==> config.mk <==
export PLATFORM = sky130hd
export DESIGN_NAME = touch_report_and_fault_regs
export DESIGN_NICKNAME = d
export VERILOG_FILES = /design/src/rtl/touch_report_pkg.sv /design/src/rtl/touch_report_and_fault_regs.sv
export SDC_FILE = /design/constraint.sdc
export NUM_CORES = 1
export LEC_CHECK = 0
export ABC_AREA = 1
export BUFFER_PORTS_ARGS = -buffer_cell sky130_fd_sc_hd__buf_2
export CORE_AREA = 2 2 161 163
export CTS_BUF_LIST = sky130_fd_sc_hd__clkbuf_8
export CTS_CLUSTER_SIZE = 8
export DETAILED_ROUTE_END_ITERATION = 8
export DIE_AREA = 0 0 163 165
export PLACE_DENSITY_LB_ADDON = 0.1
export SLEW_MARGIN = 20
export SYNTH_ARGS = -nofsm -noshare
export SYNTH_HDL_FRONTEND = slang
export SYNTH_SLANG_ARGS = --single-unit
==> constraint.sdc <==
create_clock -name clk -period 7.6 [get_ports clk]
set_clock_uncertainty 0.1 [all_clocks]
set_input_delay 0 -clock clk [delete_from_list [all_inputs] [get_ports clk]]
set_output_delay 0 -clock clk [all_outputs]
set_load 0.03 [all_outputs]
==> src/rtl/touch_report_pkg.sv <==
// Purpose: constants and types of the touch report and fault registers
// Assumes: 8 electrodes, byte wide registers on a two-wire serial link
// Notes:   device bus address below is arbitrary
package touch_report_pkg;
  localparam logic [6:0] DEV_ADDR    = 7'h5d; // arbitrary value
  localparam logic [7:0] ADDR_QUEUE  = 8'h00;
  localparam logic [7:0] ADDR_FAULT  = 8'h01;
  localparam logic [7:0] ADDR_TOUCH  = 8'h02;
  localparam logic [7:0] ADDR_SLEEP  = 8'h11;
  localparam logic [7:0] SLEEP_RESET = 8'h00;
  localparam int         IDLE_MSB    = 7;
  localparam int         IDLE_LSB    = 5;
  localparam int         SLEEP_MSB   = 4;
  localparam int         SLEEP_LSB   = 0;
  localparam int         MORE_BIT    = 7;
  localparam int         EMPTY_BIT   = 6;
  localparam int         OVF_BIT     = 5;
  localparam int         PRESS_BIT   = 4;
  localparam int         MANY_BIT    = 4;
  localparam int         ELECTRODES  = 8;
  localparam int         DEPTH       = 30;
  localparam logic [4:0] DEPTH_C     = 5'h1e;
  localparam logic [4:0] PTR_LAST    = 5'h1d;
  localparam logic [3:0] BYTE_DONE   = 4'h8;
  localparam logic [1:0] FAULT_NONE  = 2'h0;
  localparam logic [1:0] FAULT_GND   = 2'h1;
  localparam logic [1:0] FAULT_SUP   = 2'h2;
  typedef enum {
    st_idle, st_addr, st_addr_ack, st_ptr, st_ptr_ack,
    st_wdata, st_wdata_ack, st_rdata, st_rdata_ack, st_rdata_next
  } link_state_e;
endpackage : touch_report_pkg

==> src/rtl/touch_report_and_fault_regs.sv <==
// Purpose: touch status, event queue, fault and low power registers
// Assumes: scl and sda oversampled by clk; sensing inputs on clk
// Notes:   sda is open drain; sda_out is always low when enabled
`timescale 1ns/1ps
module touch_report_and_fault_regs (
  input  wire logic       clk,
  input  wire logic       nrst,
  input  wire logic       scl,
  input  wire logic       sda_in,
  output logic            sda_out,
  output logic            sda_oe,
  input  wire logic [7:0] touch_state,
  input  wire logic       event_valid,
  input  wire logic       event_press,
  input  wire logic [2:0] event_index,
  input  wire logic [7:0] short_to_ground,
  input  wire logic [7:0] short_to_supply,
  input  wire logic [3:0] max_key_count_setting,
  input  wire logic       run_mode,
  input  wire logic       duty_cycled_run_mode,
  input  wire logic       sample_tick,
  input  wire logic       touch_detected,
  output logic            scan_enable,
  output logic            scan_strobe,
  output logic            slow_scan_period,
  output logic            data_irq,
  output logic            fault_irq
);
  function automatic logic [7:0] lowest_one(input logic [7:0] v);
    return v & 8'(~v + 8'h01);
  endfunction : lowest_one

  function automatic logic [4:0] ptr_inc(input logic [4:0] p);
    return (p == touch_report_pkg::PTR_LAST) ? 5'h00 : 5'(p + 5'h01);
  endfunction : ptr_inc

  function automatic logic [3:0] count_ones(input logic [7:0] v);
    logic [3:0] n;
    n = 4'h0;
    for (int i = 0; i < touch_report_pkg::ELECTRODES; i++) begin
      n = 4'(n + {3'h0, v[i]});
    end
    return n;
  endfunction : count_ones

  logic [1:0] rst_sync;
  logic       rst_n;
  always_ff @(posedge clk or negedge nrst) begin
    if (!nrst) rst_sync <= 2'h0;
    else rst_sync <= {rst_sync[0], 1'b1};
  end
  assign rst_n = rst_sync[1];

  // pin synchronisers and edge detection on the second stage
  logic scl_meta, scl_s, scl_d, sda_meta, sda_s, sda_d;
  always_ff @(posedge clk or negedge rst_n) begin
    if (!rst_n) begin
      {scl_meta, scl_s, scl_d} <= 3'h7;
      {sda_meta, sda_s, sda_d} <= 3'h7;
    end else begin
      {scl_meta, scl_s, scl_d} <= {scl, scl_meta, scl_s};
      {sda_meta, sda_s, sda_d} <= {sda_in, sda_meta, sda_s};
    end
  end
  logic scl_rise, scl_fall, start_cond, stop_cond;
  assign scl_rise   = scl_s & ~scl_d;
  assign scl_fall   = ~scl_s & scl_d;
  assign start_cond = scl_s & scl_d & sda_d & ~sda_s;
  assign stop_cond  = scl_s & scl_d & ~sda_d & sda_s;

  // register state
  logic [7:0] sleep_timing_config, electrode_touch_state;
  logic [1:0] fault;
  logic       too_many_keys_flag;
  logic [3:0] mem [touch_report_pkg::DEPTH];
  logic [4:0] wr_ptr, rd_ptr, count;
  logic       queue_overflow_flag;
  logic       buffer_empty_flag, more_entries_flag;
  assign buffer_empty_flag = (count == 5'h00);
  assign more_entries_flag = (count > 5'h01);
  assign scan_enable = run_mode & (fault == touch_report_pkg::FAULT_NONE);

  // link state machine
  touch_report_pkg::link_state_e state, next_state;
  logic [7:0] sh, next_sh, ptr, next_ptr, tx_byte;
  logic [3:0] bitcnt, next_bitcnt;
  logic       rw, next_rw, next_sda_oe, wr_strobe, rd_load;

  always_comb begin
    tx_byte = 8'h00;
    unique case (ptr)
      touch_report_pkg::ADDR_QUEUE: begin
        tx_byte[touch_report_pkg::MORE_BIT]  = more_entries_flag;
        tx_byte[touch_report_pkg::EMPTY_BIT] = buffer_empty_flag;
        tx_byte[touch_report_pkg::OVF_BIT]   = queue_overflow_flag;
        if (!buffer_empty_flag) begin
          tx_byte[touch_report_pkg::PRESS_BIT:0] = {mem[rd_ptr][3], 1'b0,
                                                    mem[rd_ptr][2:0]};
        end
      end
      touch_report_pkg::ADDR_FAULT: begin
        tx_byte[touch_report_pkg::MANY_BIT] = too_many_keys_flag;
        tx_byte[1:0] = fault;
      end
      touch_report_pkg::ADDR_TOUCH: tx_byte = electrode_touch_state;
      touch_report_pkg::ADDR_SLEEP: tx_byte = sleep_timing_config;
      default: tx_byte = 8'h00;
    endcase
  end

  always_comb begin
    next_state  = state;
    next_sh     = sh;
    next_ptr    = ptr;
    next_bitcnt = bitcnt;
    next_rw     = rw;
    next_sda_oe = sda_oe;
    wr_strobe   = 1'b0;
    rd_load     = 1'b0;
    if (start_cond) begin
      next_state  = touch_report_pkg::st_addr;
      next_bitcnt = 4'h0;
      next_sda_oe = 1'b0;
    end else if (stop_cond) begin
      next_state  = touch_report_pkg::st_idle;
      next_sda_oe = 1'b0;
    end else begin
      unique case (state)
        touch_report_pkg::st_idle: next_sda_oe = 1'b0;
        touch_report_pkg::st_addr, touch_report_pkg::st_ptr,
        touch_report_pkg::st_wdata: begin
          if (scl_rise) begin
            next_sh     = {sh[6:0], sda_s};
            next_bitcnt = 4'(bitcnt + 4'h1);
          end else if (scl_fall && bitcnt == touch_report_pkg::BYTE_DONE) begin
            next_bitcnt = 4'h0;
            next_sda_oe = 1'b1;
            if (state == touch_report_pkg::st_addr) begin
              next_rw    = sh[0];
              next_state = (sh[7:1] == touch_report_pkg::DEV_ADDR)
                           ? touch_report_pkg::st_addr_ack
                           : touch_report_pkg::st_idle;
              next_sda_oe = (sh[7:1] == touch_report_pkg::DEV_ADDR);
            end else if (state == touch_report_pkg::st_ptr) begin
              next_ptr   = sh;
              next_state = touch_report_pkg::st_ptr_ack;
            end else begin
              wr_strobe  = 1'b1;
              next_state = touch_report_pkg::st_wdata_ack;
            end
          end
        end
        touch_report_pkg::st_addr_ack,
        touch_report_pkg::st_rdata_next: begin
          if (scl_fall) begin
            if (rw) begin
              rd_load     = 1'b1;
              next_sh     = tx_byte;
              next_sda_oe = ~tx_byte[7];
              next_bitcnt = 4'h1;
              next_state  = touch_report_pkg::st_rdata;
            end else begin
              next_sda_oe = 1'b0;
              next_state  = touch_report_pkg::st_ptr;
            end
          end
        end
        touch_report_pkg::st_ptr_ack, touch_report_pkg::st_wdata_ack: begin
          if (scl_fall) begin
            next_sda_oe = 1'b0;
            next_state  = touch_report_pkg::st_wdata;
          end
        end
        touch_report_pkg::st_rdata: begin
          if (scl_fall) begin
            if (bitcnt == touch_report_pkg::BYTE_DONE) begin
              next_sda_oe = 1'b0;
              next_state  = touch_report_pkg::st_rdata_ack;
            end else begin
              next_sh     = {sh[6:0], 1'b0};
              next_sda_oe = ~sh[6];
              next_bitcnt = 4'(bitcnt + 4'h1);
            end
          end
        end
        touch_report_pkg::st_rdata_ack: begin
          if (scl_rise) begin
            next_state = sda_s ? touch_report_pkg::st_idle
                               : touch_report_pkg::st_rdata_next;
          end
        end
      endcase
    end
  end

  always_ff @(posedge clk or negedge rst_n) begin
    if (!rst_n) begin
      state  <= touch_report_pkg::st_idle;
      sh     <= 8'h00;
      ptr    <= 8'h00;
      bitcnt <= 4'h0;
      rw     <= 1'b0;
      sda_oe <= 1'b0;
    end else begin
      state  <= next_state;
      sh     <= next_sh;
      ptr    <= next_ptr;
      bitcnt <= next_bitcnt;
      rw     <= next_rw;
      sda_oe <= next_sda_oe;
    end
  end
  assign sda_out = 1'b0;

  logic queue_access, queue_clear, pop, wr_fault;
  assign queue_access = (rd_load | wr_strobe) &
                        (ptr == touch_report_pkg::ADDR_QUEUE);
  assign queue_clear = wr_strobe & (ptr == touch_report_pkg::ADDR_QUEUE);
  assign pop = rd_load & (ptr == touch_report_pkg::ADDR_QUEUE) &
               ~buffer_empty_flag;
  assign wr_fault = wr_strobe & (ptr == touch_report_pkg::ADDR_FAULT);

  // event queue, status and configuration registers
  logic [3:0] next_mem [touch_report_pkg::DEPTH];
  logic [4:0] next_wr, next_rd, next_count;
  logic [7:0] next_cfg, next_touch, shorts, first_short;
  logic [1:0] next_fault;
  logic       next_ovf, next_many;

  always_comb begin
    next_mem   = mem;
    next_wr    = queue_clear ? 5'h00 : wr_ptr;
    next_rd    = queue_clear ? 5'h00 : (pop ? ptr_inc(rd_ptr) : rd_ptr);
    next_count = queue_clear ? 5'h00 : 5'(count - {4'h0, pop});
    next_ovf   = queue_clear ? 1'b0 : queue_overflow_flag;
    if (!queue_clear && pop && count == 5'h01) next_ovf = 1'b0;
    if (event_valid) begin
      if (next_count == touch_report_pkg::DEPTH_C) begin
        next_ovf = 1'b1;
      end else begin
        next_mem[next_wr] = {event_press, event_index};
        next_wr    = ptr_inc(next_wr);
        next_count = 5'(next_count + 5'h01);
      end
    end
    next_cfg = sleep_timing_config;
    if (wr_strobe && ptr == touch_report_pkg::ADDR_SLEEP) next_cfg = sh;
    next_touch  = lowest_one(touch_state);
    next_many   = count_ones(touch_state) > max_key_count_setting;
    shorts      = short_to_ground | short_to_supply;
    first_short = lowest_one(shorts);
    next_fault  = fault;
    if (wr_fault && !run_mode) begin
      next_fault = touch_report_pkg::FAULT_NONE;
    end else if (scan_enable && shorts != 8'h00) begin
      next_fault = ((first_short & short_to_ground) != 8'h00)
                   ? touch_report_pkg::FAULT_GND
                   : touch_report_pkg::FAULT_SUP;
    end
  end

  always_ff @(posedge clk or negedge rst_n) begin
    if (!rst_n) begin
      for (int i = 0; i < touch_report_pkg::DEPTH; i++) mem[i] <= 4'h0;
      wr_ptr                <= 5'h00;
      rd_ptr                <= 5'h00;
      count                 <= 5'h00;
      queue_overflow_flag   <= 1'b0;
      sleep_timing_config   <= touch_report_pkg::SLEEP_RESET;
      electrode_touch_state <= 8'h00;
      too_many_keys_flag    <= 1'b0;
      fault                 <= touch_report_pkg::FAULT_NONE;
    end else begin
      mem                   <= next_mem;
      wr_ptr                <= next_wr;
      rd_ptr                <= next_rd;
      count                 <= next_count;
      queue_overflow_flag   <= next_ovf;
      sleep_timing_config   <= next_cfg;
      electrode_touch_state <= next_touch;
      too_many_keys_flag    <= next_many;
      fault                 <= next_fault;
    end
  end

  // interrupt sources
  logic empty_prev, armed, next_data_irq, next_armed, next_fault_irq;
  always_comb begin
    next_data_irq  = data_irq;
    next_armed     = armed;
    next_fault_irq = fault_irq;
    if (queue_access) next_data_irq = 1'b0;
    if (empty_prev && !buffer_empty_flag && armed) begin
      next_data_irq = 1'b1;
      next_armed    = 1'b0;
    end
    if (buffer_empty_flag) next_armed = 1'b1;
    if (wr_fault) next_fault_irq = 1'b0;
    if (fault == touch_report_pkg::FAULT_NONE &&
        next_fault != touch_report_pkg::FAULT_NONE) begin
      next_fault_irq = 1'b1;
    end
  end

  always_ff @(posedge clk or negedge rst_n) begin
    if (!rst_n) begin
      empty_prev <= 1'b1;
      armed      <= 1'b1;
      data_irq   <= 1'b0;
      fault_irq  <= 1'b0;
    end else begin
      empty_prev <= buffer_empty_flag;
      armed      <= next_armed;
      data_irq   <= next_data_irq;
      fault_irq  <= next_fault_irq;
    end
  end

  // duty cycled scan period selection
  logic [2:0] idle_timeout_factor, idle_cnt, next_idle_cnt;
  logic [4:0] sleep_duration_factor, sleep_cnt, next_sleep_cnt;
  logic       lp_on, next_slow, next_strobe;
  assign idle_timeout_factor = sleep_timing_config[touch_report_pkg::IDLE_MSB:
                                                   touch_report_pkg::IDLE_LSB];
  assign sleep_duration_factor = sleep_timing_config[
    touch_report_pkg::SLEEP_MSB:touch_report_pkg::SLEEP_LSB];
  assign lp_on = (idle_timeout_factor != 3'h0) &&
                 (sleep_duration_factor != 5'h00) &&
                 duty_cycled_run_mode && scan_enable;

  always_comb begin
    next_slow      = slow_scan_period;
    next_idle_cnt  = idle_cnt;
    next_sleep_cnt = sleep_cnt;
    next_strobe    = 1'b0;
    if (!lp_on || touch_detected) begin
      next_slow      = 1'b0;
      next_idle_cnt  = 3'h0;
      next_sleep_cnt = 5'h00;
      next_strobe    = sample_tick & scan_enable;
    end else if (sample_tick) begin
      if (!slow_scan_period) begin
        next_strobe = 1'b1;
        if (3'(idle_cnt + 3'h1) == idle_timeout_factor) begin
          next_slow     = 1'b1;
          next_idle_cnt = 3'h0;
        end else begin
          next_idle_cnt = 3'(idle_cnt + 3'h1);
        end
      end else if (5'(sleep_cnt + 5'h01) == sleep_duration_factor) begin
        next_strobe    = 1'b1;
        next_sleep_cnt = 5'h00;
      end else begin
        next_sleep_cnt = 5'(sleep_cnt + 5'h01);
      end
    end
  end

  always_ff @(posedge clk or negedge rst_n) begin
    if (!rst_n) begin
      slow_scan_period <= 1'b0;
      idle_cnt         <= 3'h0;
      sleep_cnt        <= 5'h00;
      scan_strobe      <= 1'b0;
    end else begin
      slow_scan_period <= next_slow;
      idle_cnt         <= next_idle_cnt;
      sleep_cnt        <= next_sleep_cnt;
      scan_strobe      <= next_strobe;
    end
  end
endmodule : touch_report_and_fault_regs

==> out/metrics.csv, run 1 <==
metric,value,unit
Synth Area in XOR/XNOR,1.25,%
register bit total from synthesis,203,
Lkg Pwr,6.81,nW
Initial Utilization,44.8,%
max_cap viols,0,
outcome,completed,
Pwr per Cell Area,354,nW/um^2
Yosys top cell by area,dfrtp_1,
Crit Path Max Fanout,40,
largest net degree at the start of global routing,168,
Final min period,4140,ps
CTS sink cnt,203,
TritonCTS buffer count,39,
Critical path origin,ptr[7],
TritonRoute pass-1 iters,7,
"count leader, synth",nand2_1,
layout cell share with drive strength beyond 1,9.67,%
Via density,5.04,
Hold Crit Class,in -> reg,
WL/cell,15.2,microns
P_sw,1.90,mW
family with the most delay on the worst path,simple AND/OR/NAND/NOR gates,
Fin. Hold Viols,0,
crit-path cells,"nor2_1, nand3_1, nor3_4, inv_1, nor4_2, ha_1, ha_1, nand2_1, xor2_1, inv_1, nand2_1, nor2_1, nand2_4, nand2_8, nor2_4, nand2_1, nand2_1, nand2_1",
syn_area_per_cell,7.30,sq um
htree depth,2,
share of the synthesized area in the top cell type,43.5,%
Buffers on Ports,46,
Arrival @ worst endpoint,4450,ps
initial antenna violation count,0,
vias in the first global route,9374,
Adder-Cell Fraction of Synth Area,3.28,%
Tcrit/Tclk final,54.4,%
largest family of logic cells by synthesized area,simple AND/OR/NAND/NOR gates,
nets,1688,
RSZ-0062 raised after global routing,no,
# rows,58,
CTS max path bufs,3,
vias,9959,
Slew Limit Fails,0,
final WL,30000,microns
Peak Freq,242,MHz
I/O pins,48,
Yosys warnings,0,
"Largest stage delay, worst path",790,ps
worst r2r dst,mem[6],
setup TNS,0,ps
Routed Antenna Nets,0,
slack of the critical path,3460,ps
dpl hpwl,19400,microns
post-cts gate resize count,0,
total setup buffers inserted after CTS,0,
Mapped Cells,1537,
Setup CP Type,reg -> reg,
Root Driver,clkbuf_8,
Syn Nets,1605,
crit path buf inv count,2,
mux contribution to synthesized area,0,%
top cells by area in the synthesized netlist,"dfrtp_1, nand2_1, nand3_1",
CTS tree,done,
Post-CTS Hold Buffers,37,
headroom to the max-slew limit,31.0,%
Net Sw Frac,41.8,%
setup violators final,0,
CP required,7910,ps
drt drc,0,
"Reg clk slew, reported paths",50,ps
Reg2Reg Setup Slack,3460,ps
worst skew pair latency,540,ps
crit path max-delay cell type,nor2_4,
total power,4.55,mW
DP Area,11700,sq um
CP dominant cell by count,nand2_1,
Worst path depth,18,
Die Wd,163,microns
post-layout instance area,12900,sq um
"Distinct cells, synth",47,
Post-synth EDFFs,0,
ys flop type,dfrtp_1,
total gr overflow,0,
Area Growth Syn to Fin,14.5,%
sequential share of the synthesized area,45.3,%
critical path launch point type,register,
Antenna Cells,0,
Post-Synth Simple-Gate Area,33.7,%
reg2reg start,ptr[7],
CP endpoint,mem[6],
"top cells by count, synth","nand2_1, inv_1, dfrtp_1",
hold_sp,scl,
DRT iter0 DRCs,928,
floorplan core area,25000,sq um
GP Congestion,0.883,
pre-CTS setup slack,3380,ps
Pint,2.65,mW
combinational power share,38.8,%
worst vdd ir,0.154,mV
Async SR Flop Fraction,100,%
Worst Setup End Kind,register,
Synth Area in Compound Gates,7.19,%
Worst R2R Path Depth,18,
sequential power share,37.8,%
Hold WS,33.4,ps
chip height,165,microns
clock power share,23.4,%
Post-Syn Area,11200,sq um
All-Layer GR Usage,23.0,%
worst slew pin tran,1030,ps
die area,26900,sq um
global-route wire length before repair,49300,microns
fillers,2496,
## power groups by stage
stage                     Sequential [mW]  Combinational [mW]  Clock [mW]
after floorplan                      1.68                1.32           0
after global placement               1.73                1.71           0
after detailed placement             1.73                1.74           0
after CTS                            1.72                1.77        1.09
after global routing                 1.77                2.04        1.15
final                                1.72                1.77        1.07
## cells in the final DEF, fill, tap and decap left out, drive strengths merged
cell type and n:
dlygate4sd3 37, nand3 185, o22ai 6, o2111ai 1, clkinv 5, a32oi 1, a22oi 1, buf 57
o221ai 2, nor4 6, o211ai 6, nand2 541, clkinvlp 1, conb 2, o41ai 2, fa 4
nand3b 2, or2 7, o31ai 2, o21ai 94, dfstp 8, a31oi 1, xnor2 6, a21oi 33
nand4 10, xor2 10, nor3 17, a211oi 1, clkbuf 51, nor4b 1, nor2 112, ha 23
inv 215, dfrtp 195
## state kept, by name, summed over array words and instances, names as in the netlist, 2 cells and up
register,cells
idle_cnt,3
rst_sync,2
rd_ptr,5
sh,8
count,5
sleep_timing_config,8
wr_ptr,5
fault,2
mem,120
electrode_touch_state,8
state,4
sleep_cnt,5
bitcnt,4
ptr,8
## final cells by class
cell class / count / area (sq um) / area share [%]
Timing Repair Buffer: 94 / 696 / 5.41
Multi-Input combinational cell: 1076 / 5110 / 39.8
Clock buffer: 51 / 702 / 5.46
Sequential cell: 203 / 5090 / 39.6
Clock inverter: 15 / 63.8 / 0.496
Inverter: 206 / 773 / 6.01
Tap cell: 330 / 413 / 3.21
## stage by stage
stage	utilization (%)	std cells
2_1_floorplan	-	1537
3_3_place_gp	46.8	1872
3_5_place_dp	46.8	1872
4_1_cts	51.4	1975
5_1_grt	51.4	1975
6_report	51.4	1975
## kinds of logic after synthesis
logic type | count (synthesis)
buffers and inverters | 258
adders and majority gates | 27
DFF | 203
xor gates and xnor gates | 16
AOI/OAI and AO/OA | 150
and+or+nand+nor | 881
other | 2
## worst register-to-register path: cells and delay by family, from the launching register on
| family | cells | cell delay, ps |
|---|---|---|
| DFF | 1 | 370 |
| and+or+nand+nor | 13 | 2720 |
| buffers and inverters | 2 | 220 |
| adders and majority gates | 2 | 480 |
| xor gates and xnor gates | 1 | 130 |
## worst min path at each step
stage / to / slack [ps] / cells past startpoint
final: scl_meta / 30 / 2
after floorplan: rst_sync[0] / -400 / 0
after CTS: scl_meta / 1 / 2
after global routing: scl_meta / 20 / 2
after global placement: rst_sync[0] / -310 / 1
after detailed placement: rst_sync[0] / -310 / 1
## layer usage
layer  vias to the layer above  track usage [%]  wire length (microns)
li1                       5018                -                      -
met4                         0             5.83                    560
met5                         -                0                      0
met3                        47             3.14                   1700
met2                       249             34.0                  12700
met1                      4645             35.3                  15000
(Power assumes the default switching activity.)
==> run 2, diff against run 1 <==
clock period = 4 ns   (was 7.6 ns; I/O delays follow)
==> run 2 against run 1 <==
Global-route usage increased by 0.15 points; clock power up 94%; non-clock buffer count grew 14; hold slack improved by 62 ps; sequential power is 90% higher; wire length increased by 1.2%; critical path type is now in -> reg; highest routed layer unchanged.
==> out/metrics.csv, run 2 (synthesis results as in run 1) <==
metric,value,unit
worst slew pin tran,1150,ps
initial antenna violation count,0,
global-route wire length before repair,49500,microns
met3 wire len,1700,microns
P_sw,3.69,mW
Hold Crit Class,in -> reg,
dpl hpwl,20100,microns
DRT iter0 DRCs,768,
Via density,5.12,
worst vdd ir,0.320,mV
"Reg clk slew, reported paths",60,ps
GP Congestion,0.873,
Setup CP Type,in -> reg,
CTS max path bufs,3,
Largest register FFs,120,
largest net degree at the start of global routing,70,
setup violators final,0,
reg2reg start,ptr[7],
Met1 Wirelength,15000,microns
TritonRoute pass-1 iters,6,
total power,8.81,mW
layout cell share with drive strength beyond 1,10.5,%
DP Area,11800,sq um
nets,1703,
total gr overflow,0,
Antenna Cells,0,
Lkg Pwr,6.91,nW
vias in the first global route,9586,
# rows,58,
worst r2r dst,mem[103],
final WL,30300,microns
Critical path origin,touch_state[0],
Worst R2R Path Depth,16,
Crit Path Max Fanout,5,
sequential power share,37.1,%
Worst Setup End Kind,register,
Buffers on Ports,46,
routed wl met2,12800,microns
total setup buffers inserted after CTS,0,
CP required,4360,ps
combinational power share,39.3,%
Fin. Hold Viols,0,
crit-path cells,"dlygate4sd3_1, buf_2, fa_1, inv_1, fa_1, fa_1, inv_1, ha_1, fa_2, xor2_1, ha_1, nand2_1, inv_1, o21ai_0, a32oi_1, dlygate4sd3_1",
floorplan core area,25000,sq um
post-layout instance area,13000,sq um
drt drc,0,
CTS tree,done,
RSZ-0062 raised after global routing,no,
Reg2Reg Setup Slack,310,ps
htree depth,2,
Net Sw Frac,41.9,%
Pwr per Cell Area,678,nW/um^2
Initial Utilization,44.8,%
vias,10213,
clock power share,23.6,%
max_cap viols,0,
chip height,165,microns
Largest Register,mem,
Peak Freq,267,MHz
Pint,5.12,mW
Final min period,3750,ps
I/O pins,48,
Slew Limit Fails,0,
Area Growth Syn to Fin,15.8,%
Routed Antenna Nets,0,
Die Wd,163,microns
CTS sink cnt,203,
die area,26900,sq um
CP endpoint,too_many_keys_flag,
All-Layer GR Usage,23.1,%
Root Driver,clkbuf_8,
WL/cell,15.2,microns
headroom to the max-slew limit,23.4,%
most frequent cells in the layout,"nand2_1, inv_1, dfrtp_1",
setup TNS,0,ps
worst skew pair latency,540,ps
"Largest stage delay, worst path",550,ps
Arrival @ worst endpoint,4110,ps
crit path max-delay cell type,dlygate4sd3_1,
Tcrit/Tclk final,93.7,%
outcome,completed,
top layer in use,met4,
"most common cell after layout, fill and taps aside",nand2_1,
TritonCTS buffer count,39,
critical path launch point type,input pin,
[run 2: cell types whose count changed in the layout (fill, tap and decap cells not counted), sizes merged]
| cell | change |
|---|---|
| bufinv | +1 |
| clkbuf | -2 |
| dlygate4sd3 | +1 |
| nor2 | +1 |
| buf | +13 |
| inv | +4 |
[run 2: layout make-up]
| class | instances | area [sq um] |
|---|---|---|
| clock buffer | 49 | 674 |
| clock inverter | 20 | 113 |
| fill | 2548 | 12000 |
| inverter | 206 | 773 |
| multi-input combinational | 1077 | 5130 |
| sequential | 203 | 5090 |
| tap | 330 | 413 |
| timing repair buffer | 108 | 803 |
[run 2: critical path, delay by kind of cell]
family | cells | cell delay [ps]
adder cells (fa/ha/maj) | 6 | 2320
AND/OR/NAND/NOR | 1 | 40
XOR/XNOR | 1 | 170
buffers and inverters | 6 | 1380
AO/OA/AOI/OAI | 2 | 200
[run 2: what timing repair did]
action,CTS,global route
hold buffers,38,0
endpoints found under the hold margin,125,0
setup endpoints to repair,0,33
gates resized for setup,0,1
[run 2: worst min-delay path by stage]
stage | from | endpoint | slack (ps) | cells after the start
floorplan | nrst | rst_sync[0] | -400 | 0
global placement | nrst | rst_sync[0] | -310 | 1
detailed placement | nrst | rst_sync[0] | -310 | 1
CTS | touch_state[0] | electrode_touch_state[0] | 70 | 2
global route | touch_state[0] | electrode_touch_state[0] | 100 | 2
finish | touch_state[0] | electrode_touch_state[0] | 100 | 2
[run 2: per-layer routing]
| metal | track usage, % | vias to the layer above |
|---|---|---|
| met3 | 3.21 | 65 |
| li1 | - | 5047 |
| met1 | 35.0 | 4821 |
| met2 | 33.9 | 280 |
| met4 | 7.76 | 0 |
| met5 | 0 | - |
[run 2: per-stage QoR]
stage	util (%)	hold slack [ps]	std cells	setup WS, ps
2_1_floorplan	-	-396	1537	564
3_3_place_gp	47.2	-313	1885	344
3_5_place_dp	47.2	-311	1885	269
4_1_cts	51.9	66.7	1992	219
5_1_grt	51.9	105	1993	17.0
6_report	51.9	95.3	1993	251
[run 2: power groups by stage]
| stage | combinational, mW | sequential [mW] | clock [mW] |
|---|---|---|---|
| 2_1_floorplan | 2.50 | 3.19 | 0 |
| 3_3_place_gp | 3.35 | 3.29 | 0 |
| 3_5_place_dp | 3.39 | 3.28 | 0 |
| 4_1_cts | 3.45 | 3.26 | 2.14 |
| 5_1_grt | 3.99 | 3.36 | 2.24 |
| 6_report | 3.46 | 3.27 | 2.08 |
